### src/adtb_cfg.svh
`ifndef ADTB_CFG_SVH
`define ADTB_CFG_SVH

`define ADTB_ADDR_W        16
`define ADTB_MAX_ADDR      16'hffff
`define ADTB_CH_SIGN_POS   8'h20
`define ADTB_CH_SIGN_NEG   8'h2d
`define ADTB_CH_POINT      8'h2e
`define ADTB_CH_ZERO       8'h30
`define ADTB_CH_NINE       8'h39
`define ADTB_CH_TERM       8'h00
`define ADTB_MIN_CHARS     5'h02
`define ADTB_MAX_CHARS_16  5'h08
`define ADTB_MAX_CHARS_32  5'h0d
`define ADTB_MAX_FRAC_16   5'h05
`define ADTB_MAX_FRAC_32   5'h0a
`define ADTB_FRAC_MARGIN   5'h03
`define ADTB_ERR_CODE      16'h1a32
`define ADTB_POS_LIMIT     34'h00_7fff_ffff
`define ADTB_NEG_LIMIT     34'h00_8000_0000
`define ADTB_POS_LIMIT_16  34'h00_0000_7fff
`define ADTB_NEG_LIMIT_16  34'h00_0000_8000
`define ADTB_MAG_GUARD     34'h00_0ccc_cccc
`define ADTB_MAG_SAT       34'h01_0000_0000

`endif

### src/adtb_pkg.sv
package adtb_pkg;
	typedef enum logic [2:0]
	{
		ADTB_IDLE  = 3'b000,
		ADTB_REQ   = 3'b001,
		ADTB_WAIT  = 3'b010,
		ADTB_CHAR  = 3'b011,
		ADTB_WRITE = 3'b100,
		ADTB_DONE  = 3'b101
	} adtb_state_t;

	typedef enum logic [1:0]
	{
		ADTB_WR_CNT  = 2'b00,
		ADTB_WR_FRAC = 2'b01,
		ADTB_WR_LO   = 2'b10,
		ADTB_WR_HI   = 2'b11
	} adtb_wr_t;
endpackage : adtb_pkg

### src/adtb_char_class.sv
`timescale 1ns/1ps
`include "adtb_cfg.svh"

module adtb_char_class
	import adtb_pkg::*;
(
	input  wire logic [7:0] ch_i,
	input  wire logic       first_i,
	output logic            is_term_o,
	output logic            is_digit_o,
	output logic            is_point_o,
	output logic            is_space_o,
	output logic            is_neg_o,
	output logic            bad_o
);
	always_comb
	begin
		is_term_o  = (ch_i == `ADTB_CH_TERM);
		is_digit_o = (ch_i >= `ADTB_CH_ZERO) && (ch_i <= `ADTB_CH_NINE);
		is_point_o = (ch_i == `ADTB_CH_POINT);
		is_space_o = (ch_i == `ADTB_CH_SIGN_POS);
		is_neg_o   = (ch_i == `ADTB_CH_SIGN_NEG);
		if (first_i)
			bad_o = !(is_space_o || is_neg_o);
		else
			bad_o = !(is_digit_o || is_point_o || is_space_o || is_term_o);
	end
endmodule : adtb_char_class

### src/adtb_convert.sv
`timescale 1ns/1ps
`include "adtb_cfg.svh"

// Notes on behaviour
// - Read bytes low first until zero byte
// - Write total count then fraction count
// - Fraction count is all bytes after point
// - 16-bit: counts 3..8, fraction 0..5
// - 32-bit: counts 3..13, fraction 0..10, two words
// - Fraction must not exceed count minus three
// - First byte must be space or minus
// - Later bytes: digits, space, point only
// - Minus after first byte is an error
// - Two or more points is an error
// - Value ignores point, leading blanks; negate
// - Value must fit signed mode range
// - Missing terminator before range end errors
// - Errors set flag and error-code word
module adtb_convert
	import adtb_pkg::*;
(
	input  wire logic        clk_i,
	input  wire logic        srst_i,
	input  wire logic        convert_string_16,
	input  wire logic        convert_string_16_pulse,
	input  wire logic        convert_string_32,
	input  wire logic        convert_string_32_pulse,
	input  wire logic [15:0] src_addr_i,
	input  wire logic [15:0] cnt_addr_i,
	input  wire logic [15:0] val_addr_i,
	output logic             mem_rd_o,
	output logic [15:0]      mem_addr_o,
	input  wire logic        mem_rvalid_i,
	input  wire logic [15:0] mem_rdata_i,
	output logic             mem_wr_o,
	output logic [15:0]      mem_wdata_o,
	input  wire logic        mem_ready_i,
	output logic [15:0]      count_out_word,
	output logic [15:0]      value_out_word,
	output logic             operation_error_flag,
	output logic [15:0]      error_code_word,
	output logic             busy_o,
	output logic             done_o
);
	adtb_state_t state;
	adtb_wr_t    wr_sel;
	logic [15:0] word_addr;
	logic [15:0] word_buf;
	logic        hi_byte;
	logic [4:0]  n_chars;
	logic [4:0]  n_frac;
	logic        mode32;
	logic        seen_point;
	logic        err;
	logic [33:0] mag;
	logic        neg;
	logic        req16_q;
	logic        req32_q;
	logic [7:0]  ch;
	logic        c_term;
	logic        c_digit;
	logic        c_point;
	logic        c_space;
	logic        c_neg;
	logic        c_bad;
	logic        start;
	logic        start32;
	logic        edge16;
	logic        edge32;
	logic [4:0]  max_chars;
	logic [4:0]  max_frac;
	logic [33:0] mag_limit;
	logic        cnt_err;
	logic        rng_err;
	logic [33:0] next_mag;
	logic [31:0] signed_val;

	assign ch      = hi_byte ? word_buf[15:8] : word_buf[7:0];
	assign edge16  = convert_string_16_pulse && !req16_q;
	assign edge32  = convert_string_32_pulse && !req32_q;
	assign start32 = convert_string_32 || edge32;
	assign start   = convert_string_16 || edge16 || start32;

	adtb_char_class u_class
	(
		.ch_i       (ch),
		.first_i    (n_chars == 5'h00),
		.is_term_o  (c_term),
		.is_digit_o (c_digit),
		.is_point_o (c_point),
		.is_space_o (c_space),
		.is_neg_o   (c_neg),
		.bad_o      (c_bad)
	);

	// Saturate above every limit before the product could wrap past 34 bits
	always_comb
	begin
		next_mag = `ADTB_MAG_SAT;
		if (mag <= `ADTB_MAG_GUARD)
			next_mag = 34'((mag * 34'h0_0000_000a) + {30'h0, ch[3:0]});
	end

	always_comb
	begin
		max_chars = mode32 ? `ADTB_MAX_CHARS_32 : `ADTB_MAX_CHARS_16;
		max_frac  = mode32 ? `ADTB_MAX_FRAC_32 : `ADTB_MAX_FRAC_16;
		if (mode32)
			mag_limit = neg ? `ADTB_NEG_LIMIT : `ADTB_POS_LIMIT;
		else
			mag_limit = neg ? `ADTB_NEG_LIMIT_16 : `ADTB_POS_LIMIT_16;
		cnt_err = (n_chars < `ADTB_MIN_CHARS) || (n_chars > max_chars)
			|| (n_frac > max_frac)
			|| (n_chars < `ADTB_FRAC_MARGIN)
			|| (n_frac > 5'(n_chars - `ADTB_FRAC_MARGIN));
		rng_err = (mag > mag_limit);
		signed_val = neg ? 32'(-mag[31:0]) : mag[31:0];
	end

	always_ff @(posedge clk_i)
	begin
		if (srst_i)
		begin
			req16_q <= 1'b0;
			req32_q <= 1'b0;
		end
		else
		begin
			req16_q <= convert_string_16_pulse;
			req32_q <= convert_string_32_pulse;
		end
	end

	always_ff @(posedge clk_i)
	begin
		if (srst_i)
		begin
			state      <= ADTB_IDLE;
			wr_sel     <= ADTB_WR_CNT;
			word_addr  <= 16'h0000;
			word_buf   <= 16'h0000;
			hi_byte    <= 1'b0;
			n_chars    <= 5'h00;
			n_frac     <= 5'h00;
			mode32     <= 1'b0;
			seen_point <= 1'b0;
			err        <= 1'b0;
			mag        <= 34'h0;
			neg        <= 1'b0;
		end
		else
		begin
			case (state)
				ADTB_IDLE:
				begin
					if (start)
					begin
						mode32     <= start32;
						word_addr  <= src_addr_i;
						hi_byte    <= 1'b0;
						n_chars    <= 5'h00;
						n_frac     <= 5'h00;
						seen_point <= 1'b0;
						err        <= 1'b0;
						mag        <= 34'h0;
						neg        <= 1'b0;
						state      <= ADTB_REQ;
					end
				end
				ADTB_REQ:
					state <= ADTB_WAIT;
				ADTB_WAIT:
				begin
					if (mem_rvalid_i)
					begin
						word_buf <= mem_rdata_i;
						state    <= ADTB_CHAR;
					end
				end
				ADTB_CHAR:
				begin
					if (c_term)
					begin
						state  <= ADTB_WRITE;
						wr_sel <= ADTB_WR_CNT;
					end
					else
					begin
						if (n_chars != 5'h1f)
							n_chars <= n_chars + 5'h01;
						if (c_bad || (c_point && seen_point))
							err <= 1'b1;
						if (n_chars == 5'h00)
							neg <= c_neg;
						if (c_point)
							seen_point <= 1'b1;
						if (seen_point && n_frac != 5'h1f)
							n_frac <= n_frac + 5'h01;
						if (c_digit)
							mag <= next_mag;
						hi_byte <= !hi_byte;
						if (hi_byte)
						begin
							if (word_addr == `ADTB_MAX_ADDR)
							begin
								err   <= 1'b1;
								state <= ADTB_DONE;
							end
							else
							begin
								word_addr <= word_addr + 16'h0001;
								state     <= ADTB_REQ;
							end
						end
					end
				end
				ADTB_WRITE:
				begin
					if (err || cnt_err || rng_err)
					begin
						err   <= 1'b1;
						state <= ADTB_DONE;
					end
					else if (mem_ready_i)
					begin
						case (wr_sel)
							ADTB_WR_CNT:  wr_sel <= ADTB_WR_FRAC;
							ADTB_WR_FRAC: wr_sel <= ADTB_WR_LO;
							ADTB_WR_LO:
							begin
								if (mode32)
									wr_sel <= ADTB_WR_HI;
								else
									state <= ADTB_DONE;
							end
							default:      state <= ADTB_DONE;
						endcase
					end
				end
				ADTB_DONE:
					state <= ADTB_IDLE;
				default:
					state <= ADTB_IDLE;
			endcase
		end
	end

	always_comb
	begin
		mem_rd_o    = (state == ADTB_REQ);
		mem_wr_o    = (state == ADTB_WRITE) && !(err || cnt_err || rng_err);
		mem_addr_o  = word_addr;
		mem_wdata_o = 16'h0000;
		if (state == ADTB_WRITE)
		begin
			case (wr_sel)
				ADTB_WR_CNT:
				begin
					mem_addr_o  = cnt_addr_i;
					mem_wdata_o = {11'h0, n_chars};
				end
				ADTB_WR_FRAC:
				begin
					mem_addr_o  = 16'(cnt_addr_i + 16'h0001);
					mem_wdata_o = {11'h0, n_frac};
				end
				ADTB_WR_LO:
				begin
					mem_addr_o  = val_addr_i;
					mem_wdata_o = signed_val[15:0];
				end
				default:
				begin
					mem_addr_o  = 16'(val_addr_i + 16'h0001);
					mem_wdata_o = signed_val[31:16];
				end
			endcase
		end
		busy_o = (state != ADTB_IDLE);
		done_o = (state == ADTB_DONE);
	end

	always_ff @(posedge clk_i)
	begin
		if (srst_i)
		begin
			count_out_word       <= 16'h0000;
			value_out_word       <= 16'h0000;
			operation_error_flag <= 1'b0;
			error_code_word      <= 16'h0000;
		end
		else if (state == ADTB_DONE)
		begin
			operation_error_flag <= err;
			if (err)
				error_code_word <= `ADTB_ERR_CODE;
			else
			begin
				count_out_word <= {11'h0, n_chars};
				value_out_word <= signed_val[15:0];
			end
		end
	end
endmodule : adtb_convert

### config.mk
export PLATFORM = sky130hd
export DESIGN_NAME = adtb_convert
export DESIGN_NICKNAME = d
export VERILOG_FILES = /design/src/adtb_pkg.sv /design/src/adtb_char_class.sv /design/src/adtb_convert.sv
export VERILOG_INCLUDE_DIRS = /design/src
export SDC_FILE = /design/constraint.sdc
export NUM_CORES = 1
export LEC_CHECK = 0
export BUFFER_PORTS_ARGS = -buffer_cell sky130_fd_sc_hd__buf_2
export CELL_PAD_IN_SITES_DETAIL_PLACEMENT = 1
export CELL_PAD_IN_SITES_GLOBAL_PLACEMENT = 2
export CORE_ASPECT_RATIO = 0.5
export CORE_UTILIZATION = 30
export CTS_CLUSTER_DIAMETER = 40
export DETAILED_ROUTE_END_ITERATION = 7
export PLACE_DENSITY_LB_ADDON = 0.15
export SETUP_SLACK_MARGIN = 0.3
export SYNTH_ARGS = -nofsm -noshare
export SYNTH_HDL_FRONTEND = slang
export SYNTH_SLANG_ARGS = --single-unit
### constraint.sdc
create_clock -name clk_i -period 4.5 [get_ports clk_i]
set_clock_uncertainty 0.1 [all_clocks]
set_input_delay 0.9 -clock clk_i [delete_from_list [all_inputs] [get_ports clk_i]]
set_output_delay 0.9 -clock clk_i [all_outputs]
set_load 0.1 [all_outputs]
==> results.ini, run 1 <==
[outcome]
status=finished, final reports clean

[yosys]
synthesized_area_um2=11000
syn_avg_cell_area_um2=7.47
synth.area.top_cells=dfxtp_1, ha_1, nand2_1
ys_ff_latch=111
synth_seq_area_share=0.202
syn_inst=1473
ys.flop_type=dfxtp_1
yosysMostFrequentCell=nand2_1
synth_edf_count=0
top_cell_types_by_occurrence_after_synthesis=nand2_1, nor2_1, ha_1
yosys.area.top_type_share=0.202
synth_largest_area_cell=dfxtp_1
synth_cell_types=84
synthArstFlopShare=0
yosysWarningCount=0

[power_and_ir_drop]
p_comb_frac=0.494
p_sw_mw=1.95
ir_worst_vdd_v=0.000460
static_leak_nw=6.06
swShare=0.486
cellInternalPower_mw=2.06
power.density_cell_area_nw_per_um2=288
power.clock.fraction=0.210
seq_power_share=0.296

[critical_path]
path_max_fanout=7
cp_num_buf_inv=4
worst-endpoint-arrival_ns=3.23
number_of_cells_on_the_critical_path=15
path_common_cell=buf_4
critPathSlowestCell=a2111oi_2
worstPathCellList=inv_2, ha_4, nand3b_1, a2111oi_2, buf_4, nand2_2, a211o_1, or2_4, a21o_1, a21oi_1, nor2_1, a221oi_2, buf_4, o21ai_4, buf_12
cp_top_family=compound AO/OA/AOI/OAI gates
count_of_cells_along_the_worst_register_to_register_path=13
crit_required_ns=3.50
setup.worst_path.class=flop to output port
critical-path-max-stage-delay_ns=0.37
setup.worst_path.start_class=flop
kind_of_end_point_of_the_critical_path=output port

[clocking]
cts-root-buf=clkbuf_16
cts.hold.buffers_added=0
ctsLongestPathBuffers=2
tritoncts=done
clkLatencyLatePin_ns=0.39
htreeDepth=3
cts.reportedPaths.clkPinSlew_ns=0.08
clock_sink_count=111
cts_inserted_buffers=9

[finish]
final_core_util=0.386
syn_to_final_growth_pct=26.3
fin_cells=2115
nNetsFinal=1819
drive_above_1_share=0.239
antenna_diode_instance_count=0
post-route-cell-area_um2=13900

[routing]
drt_first_pass_iters=5
vias=11525
route.final.wire_length_um=41500
postRouteAntennaNets=0
route.detailed.drc=0
post_drt_wl_per_cell_um=19.6
via_per_inst=5.45
number_of_design_rule_violations_left_by_the_first_detailed_router_iteration=495

[sta]
fin_crit_ns=4.23
worst-slew-pin-transition_ns=1.17
number_of_pins_with_negative_max_slew_slack_in_the_final_report=0
tns_ns=0
finalWorstSetupSlack_ns=0.272
setup-violations-final=0
timing.fmax_mhz=237
final-hold-violation-count=0
setup_repair_after_global_routing_missed_its_margin=yes
timing.final.crit_share=0.939
worst_slew_margin_rel=0.217

[global_routing]
global_route_wire_length_before_repair_um=65100
gr-usage-met2=0.396
first_global_vias=11683
global_route.usage.met3=0.0270
grtUsageMet1=0.280
initial_antenna_violation_count=0
overflow=0
grt_max_degree=52
global_route.usage.total=0.219
grt-busiest-layer=met2

[die]
die_width_um=273
rows=49
die_h_um=137
core_area_um2=36000
io_pins=157
die_area_um2=37500
start_util=0.305

[placement]
gpl.final_weighted_congestion=0.924
pre_cts_slack_ns=0.0630
hpwl_um=32800
io_buffer_count=135
placed_cells=2071
dpl_cell_area_um2=12800

[flow_run]
drv.max_cap_violation_count=0

[worst_hold_path]
worstHoldPathType=flop to flop
worst_hold_path.num_cells=2

==> repair_timing <==
action	in CTS	in global routing
pin swaps	19	29
endpoints found under the setup margin	36	35
gates cloned	0	1
setup buffers	12	15
resized for setup	73	66
==> sequential cells by signal, summed over array words and instances, names as in the netlist <==
name and flops:
req32_q 1, count_out_word 5, seen_point 1, n_frac 5
req16_q 1, err 1, state 3, word_addr 16
operation_error_flag 1, mag 34, word_buf 16, wr_sel 2
error_code_word 1, hi_byte 1, neg 1, value_out_word 16
mode32 1, n_chars 5
==> per-layer routing <==
metal	vias up	part of all wire
met1	5669	0.46
met4	0	0.014
met5	-	0
met3	39	0.022
li1	5652	-
met2	165	0.50
==> area by class of cell <==
type,instances,area [um2]
clock buffer,11,243
fill,4406,22100
clock inverter,5,47.5
inverter,37,149
timing repair buffer,223,1710
multi-input combinational,1244,8910
tap,484,606
sequential,111,2250
==> worst reg2reg max path, delay by kind of cell (launching register included) <==
kind,cells,cell delay [ns]
flops,1,0.48
buf+inv,2,0.36
compound gates,7,1.59
fa+ha+maj,2,0.65
simple gates,2,0.69
==> power groups by stage <==
| stage | combinational [mW] | clock [mW] | sequential, mW |
|---|---|---|---|
| 2_1_floorplan | 1.39 | 0 | 1.17 |
| 3_3_place_gp | 1.84 | 0 | 1.21 |
| 3_5_place_dp | 1.88 | 0 | 1.21 |
| 4_1_cts | 1.95 | 0.871 | 1.19 |
| 5_1_grt | 2.12 | 0.904 | 1.20 |
| 6_report | 1.98 | 0.841 | 1.19 |
==> worst paths after layout <==
kind | start | to | slack (ns)
min reg2reg | value_out_word[7] | value_out_word[7] | 0.35
max reg2reg | mag[4] | mag[32] | 0.52
max | wr_sel[1] | mem_addr_o[12] | 0.27
min | value_out_word[7] | value_out_word[7] | 0.35
==> stage by stage <==
stage | total power [mW] | hold WS [ns]
6_report | 4.01 | 0.353
5_1_grt | 4.22 | 0.382
4_1_cts | 4.01 | 0.360
3_5_place_dp | 3.09 | 0.342
3_3_place_gp | 3.05 | 0.337
2_1_floorplan | 2.56 | 0.336
==> cell usage in the layout (no fill, tap or decap), types with 13 or more instances in the layout <==
master,synthesis,final
a221oi_1,23,14
buf_2,7,109
a21o_1,36,36
nand4_1,22,22
buf_12,0,21
o21ai_0,92,77
dfxtp_1,111,98
nor2_1,158,142
a21oi_1,89,85
conb_1,1,21
a22oi_1,40,38
buf_4,26,84
xnor2_1,46,44
inv_1,37,33
nor4_1,15,13
and3_1,19,19
nor3_1,36,31
mux2i_1,14,13
nand2_1,188,182
xor2_1,48,47
nand3_1,35,33
ha_1,119,112
a22o_1,14,14
==> cells by family after synthesis <==
logic type,count (synthesis),share of synthesized area
fa+ha+maj,121,0.139
mux,25,0.0240
buf+inv,138,0.0574
other cells,1,0.000341
simple gates,562,0.243
xor+xnor,95,0.0763
flops,111,0.202
compound gates,420,0.258
(Power assumes the default switching activity.)
==> inputs of run 2 (changes only) <==
--- a/config.mk
+++ b/config.mk
@@ -14,6 +14,7 @@
 export CTS_CLUSTER_DIAMETER = 40
 export DETAILED_ROUTE_END_ITERATION = 7
 export PLACE_DENSITY_LB_ADDON = 0.15
+export REMOVE_ABC_BUFFERS = 1
 export SETUP_SLACK_MARGIN = 0.3
 export SYNTH_ARGS = -nofsm -noshare
 export SYNTH_HDL_FRONTEND = slang
==> results.ini, run 2 (synthesized netlist as in run 1, its figures left out) <==
[outcome]
status=finished, final reports clean

[global_routing]
overflow=0
global_route.usage.total=0.216
initial_antenna_violation_count=0
global_route_wire_length_before_repair_um=64400
first_global_vias=11631
grt_max_degree=47

[critical_path]
kind_of_end_point_of_the_critical_path=output port
worst-endpoint-arrival_ns=3.23
timing.rr.end=mag[30]
rrSetupSlack_ns=0.51
count_of_cells_along_the_worst_register_to_register_path=12
setup.worst_path.class=flop to output port
setup.worst_path.start_class=flop
worstReg2RegStart=mag[1]
crit_required_ns=3.50
path_max_fanout=4

[sta]
fin_crit_ns=4.23
timing.fmax_mhz=237
worst-slew-pin-transition_ns=1.00
final-hold-violation-count=0
number_of_pins_with_negative_max_slew_slack_in_the_final_report=0
worst_slew_margin_rel=0.326
fin_hold_ws_ns=0.358
timing.final.crit_share=0.939
setup_repair_after_global_routing_missed_its_margin=yes
finalWorstSetupSlack_ns=0.273
setup-violations-final=0

[clocking]
ctsLongestPathBuffers=2
cts.reportedPaths.clkPinSlew_ns=0.08
clock_sink_count=111
htreeDepth=3
cts.hold.buffers_added=0
tritoncts=done
cts_inserted_buffers=9
cts-root-buf=clkbuf_16
clkLatencyLatePin_ns=0.37

[die]
die_h_um=137
core_area_um2=36000
die_width_um=273
die_area_um2=37500
io_pins=157
start_util=0.305
rows=49

[finish]
multi_input_comb_area_um2=8650
storage_cell_area_um2=2240
final_cell_mix=nand2_1, nor2_1, ha_1
drive_above_1_share=0.214
largest_reg_flops=34
layout_commonest_cell=nand2_1
largest_register=mag
antenna_diode_instance_count=0
syn_to_final_growth_pct=23.3
post-route-cell-area_um2=13600
nNetsFinal=1811
filler_cell_count=4368

[routing]
post_drt_wl_per_cell_um=19.4
postRouteAntennaNets=0
via_per_inst=5.41
drt_first_pass_iters=4
route.final.wire_length_um=40800
number_of_design_rule_violations_left_by_the_first_detailed_router_iteration=465
vias=11407
route.detailed.drc=0

[power_and_ir_drop]
static_leak_nw=5.96
p_sw_mw=1.91
ir_worst_vdd_v=0.000442
seq_power_share=0.302
power.clock.fraction=0.209
swShare=0.488
p_comb_frac=0.489
cellInternalPower_mw=2.01
power.density_cell_area_nw_per_um2=289
report.power.total_mw=3.92

[worst_hold_path]
worstHoldPathType=flop to flop
worst_hold_startpoint=value_out_word[10]
worst_hold_path.num_cells=2
hold-path-endpoint=value_out_word[10]

[flow_run]
drv.max_cap_violation_count=0

[placement]
gpl.final_weighted_congestion=0.845
io_buffer_count=135
pre_cts_slack_ns=-0.0444
hpwl_um=32300
dpl_cell_area_um2=12700

-- run 2: cell types whose count changed in the layout (fill, tap and decap cells not counted), moves of 3 or more --
cell	previous run	this run
o21ai_2	10	2
nor2_4	8	1
nor2_2	8	5
a221oi_1	14	19
o21ai_0	77	88
buf_4	84	76
o311ai_1	2	5
o21ai_4	4	1
a221oi_4	4	0
nor2_1	142	152
-- run 2: area by class of cell --
cell class,instances,area share
Clock inverter,5,0.00350
Multi-Input combinational cell,1244,0.637
Sequential cell,111,0.165
Timing Repair Buffer,215,0.122
Inverter,37,0.0104
Clock buffer,11,0.0171
Tap cell,484,0.0446
-- run 2: timing repair --
item	4_1_cts	5_1_grt
pin swaps	12	28
buffers inserted	8	8
hold endpoints to repair	0	0
gates resized for setup	59	61
setup endpoints to repair	33	35
-- run 2: routing by layer --
layer	track usage	share of wire
met1	0.274	0.46
met5	0	0
met3	0.0214	0.018
met2	0.398	0.51
met4	0.0419	0.014
-- run 2: worst max-delay path, cell delays in order, from the launching register on --
cell and delay, ns:
dfxtp_2 0.32, or4_4 0.57, or3_4 0.35, or3_4 0.40
o31ai_4 0.26, nand2_1 0.11, xnor2_1 0.15, a221oi_1 0.46
buf_12 0.24
-- run 2: worst max-delay path by stage --
stage | start | end | slack [ns] | depth (start not counted)
2_1_floorplan | neg | mem_wr_o | -2.74 | 12
3_3_place_gp | neg | mem_wr_o | -0.04 | 14
3_5_place_dp | neg | mem_wr_o | -0.04 | 14
4_1_cts | neg | mem_wr_o | 0.14 | 12
5_1_grt | wr_sel[1] | mem_addr_o[12] | 0.08 | 15
6_report | mag[9] | mem_wdata_o[3] | 0.27 | 8
-- run 2: stage by stage --
step | TNS [ns] | cells | utilization
after global placement | -0.0410 | 2075 | 0.352
final | 0 | 2107 | 0.376
after detailed placement | -0.0444 | 2075 | 0.352
after global routing | 0 | 2107 | 0.376
after floorplan | -24.74 | 1392 | -
after CTS | 0 | 2099 | 0.368
-- run 2: power groups by stage --
stage          sequential, mW  clock (mW)  combinational (mW)
4_1_cts                  1.18       0.857                1.90
3_3_place_gp             1.20           0                1.82
5_1_grt                  1.20       0.887                2.05
3_5_place_dp             1.20           0                1.85
2_1_floorplan            1.18           0                1.27
6_report                 1.18       0.820                1.91
==> inputs of run 3 (changes only) <==
--- a/config.mk
+++ b/config.mk
@@ -10,6 +10,7 @@
 export CELL_PAD_IN_SITES_DETAIL_PLACEMENT = 1
 export CELL_PAD_IN_SITES_GLOBAL_PLACEMENT = 2
 export CORE_ASPECT_RATIO = 0.5
+export CORE_MARGIN = 2
 export CORE_UTILIZATION = 30
 export CTS_CLUSTER_DIAMETER = 40
 export DETAILED_ROUTE_END_ITERATION = 7
==> constraint.sdc (replaced) <==
create_clock -name clk_i -period 4 [get_ports clk_i]
set_clock_uncertainty 0.1 [all_clocks]
set_input_delay 0.8 -clock clk_i [delete_from_list [all_inputs] [get_ports clk_i]]
set_output_delay 0.8 -clock clk_i [all_outputs]
set_load 0.1 [all_outputs]
==> results.ini, run 3 (synthesized netlist as in run 1, its figures left out) <==
[power_and_ir_drop]
static_leak_nw=6.96
report.power.total_mw=4.59
ir_worst_vdd_v=0.000568
power.density_cell_area_nw_per_um2=292

[finish]
layout_commonest_cell=buf_4
drive_above_1_share=0.336
antenna_diode_instance_count=0
syn_to_final_growth_pct=42.7
nNetsFinal=1947
post-route-cell-area_um2=15700
largest_reg_flops=34
largest_register=mag
final_cell_mix=buf_4, nand2_1, nor2_1

[routing]
number_of_design_rule_violations_left_by_the_first_detailed_router_iteration=541
met2WireLength_um=22500
vias=12273
route.detailed.drc=0
drt_first_pass_iters=4
route.final.wire_length_um=44000
via_per_inst=5.47
wl_met1_um=19300
post_drt_wl_per_cell_um=19.6
postRouteAntennaNets=0
routed.top_layer=met4
routed-wl-met3_um=1110

[sta]
finalWorstSetupSlack_ns=-0.192
final-hold-violation-count=0
fin_crit_ns=4.19
fin_hold_ws_ns=0.362
worst-slew-pin-transition_ns=0.982
number_of_pins_with_negative_max_slew_slack_in_the_final_report=0
timing.final.crit_share=1.05
worst_slew_margin_rel=0.345
timing.fmax_mhz=239
setup-violations-final=17
tns_ns=-1.64
setup_repair_after_global_routing_missed_its_margin=yes

[placement]
io_buffer_count=135
hpwl_um=33900
gpl.final_weighted_congestion=0.834
dpl_cell_area_um2=13600

[global_routing]
global_route.usage.total=0.224
grt_max_degree=46
initial_antenna_violation_count=0
overflow=0
global_route_wire_length_before_repair_um=69200
first_global_vias=12846

[clocking]
cts-root-buf=clkbuf_16
clkLatencyLatePin_ns=0.37
clock_sink_count=111
htreeDepth=3
cts.reportedPaths.clkPinSlew_ns=0.08
cts_inserted_buffers=9
cts.hold.buffers_added=0
tritoncts=done
ctsLongestPathBuffers=2

[critical_path]
worst-endpoint-arrival_ns=3.29
critPathSlowestCell=or4_4
kind_of_end_point_of_the_critical_path=output port
count_of_cells_along_the_worst_register_to_register_path=14
crit_required_ns=3.10
setup.worst_path.class=flop to output port
worstReg2RegStart=mag[14]
cp_num_buf_inv=1
path_common_cell=or3_4
critical-path-max-stage-delay_ns=0.57
path_max_fanout=3
worstPathCellList=or4_4, nor4b_4, nand3b_1, or3_4, or3_4, o31ai_4, xnor2_2, a21oi_2, nor2_2, buf_12
rrSetupSlack_ns=0.23
cp_top_family=simple AND/OR/NAND/NOR gates
timing.rr.end=mag[24]
setup.worst_path.start_class=flop

[worst_hold_path]
worstHoldPathType=flop to flop
worst_hold_startpoint=value_out_word[10]
worst_hold_path.num_cells=2
hold-path-endpoint=value_out_word[10]

[die]
die_area_um2=38300
die_h_um=139
io_pins=157
rows=49
die_width_um=275
core_area_um2=36000
start_util=0.305

[outcome]
status=finished, violations left
violations=setup timing

[flow_run]
drv.max_cap_violation_count=0

-- run 3: cell count changes in the layout (fill, tap and decap cells not counted), sizes merged --
cell,previous run,this run
bufinv,0,1
clkbuf,15,14
buf,211,347
inv,41,40
clkinv,0,1
-- run 3: timing repair --
item | in CTS | in global routing
buffers inserted | 23 | 20
pin swaps | 56 | 62
setup endpoints to repair | 45 | 43
gates resized for setup | 177 | 123
-- run 3: worst max-delay path by stage --
stage                        from         endpoint  slack [ns]  cells after the start
floorplan                     neg         mem_wr_o       -3.14                     12
global placement    val_addr_i[3]   mem_addr_o[14]       -0.23                     13
detailed placement            neg         mem_wr_o       -0.36                     14
CTS                           neg         mem_wr_o       -0.19                     16
global route               mag[9]  mem_wdata_o[14]       -0.33                     10
finish                     mag[9]  mem_wdata_o[14]       -0.19                     10
-- run 3: final cells by class --
cell class,instances,area (um2)
fill,4300,20300
multi-input combinational,1244,9570
timing repair buffer,351,2830
sequential,111,2250
tap,484,606
clock buffer,10,239
inverter,37,141
clock inverter,6,75.1
-- run 3: metal layers --
| layer | track usage | vias to the layer above |
|---|---|---|
| met5 | 0 | - |
| met4 | 0.0640 | 0 |
| met3 | 0.0245 | 61 |
| met2 | 0.410 | 195 |
| met1 | 0.276 | 6118 |
| li1 | - | 5899 |
-- run 3: stage by stage --
| stage | utilization | std cells | worst slack [ns] |
|---|---|---|---|
| floorplan | - | 1392 | -3.14 |
| global placement | 0.377 | 2184 | -0.225 |
| detailed placement | 0.377 | 2184 | -0.360 |
| CTS | 0.414 | 2223 | -0.186 |
| global route | 0.436 | 2243 | -0.333 |
| finish | 0.436 | 2243 | -0.192 |
-- run 3: worst reg2reg max path, cell delays in order, from the launching register on --
cell	delay, ns
dfxtp_1	0.35
buf_4	0.16
ha_1	0.29
ha_1	0.41
a211oi_1	0.33
a22oi_2	0.20
a21o_1	0.22
a31o_4	0.25
xor2_4	0.16
nand4b_1	0.20
nor4_4	0.40
buf_4	0.22
xnor2_4	0.08
o31a_1	0.25
nor2_1	0.10
-- run 3: power by group --
group	switching (mW)	total, mW	leakage [nW]	internal (mW)
registers	0.132	1.34	0.907	1.20
clock network	0.497	1.01	0.152	0.515
logic	1.55	2.24	5.91	0.695
total	2.18	4.59	6.96	2.41
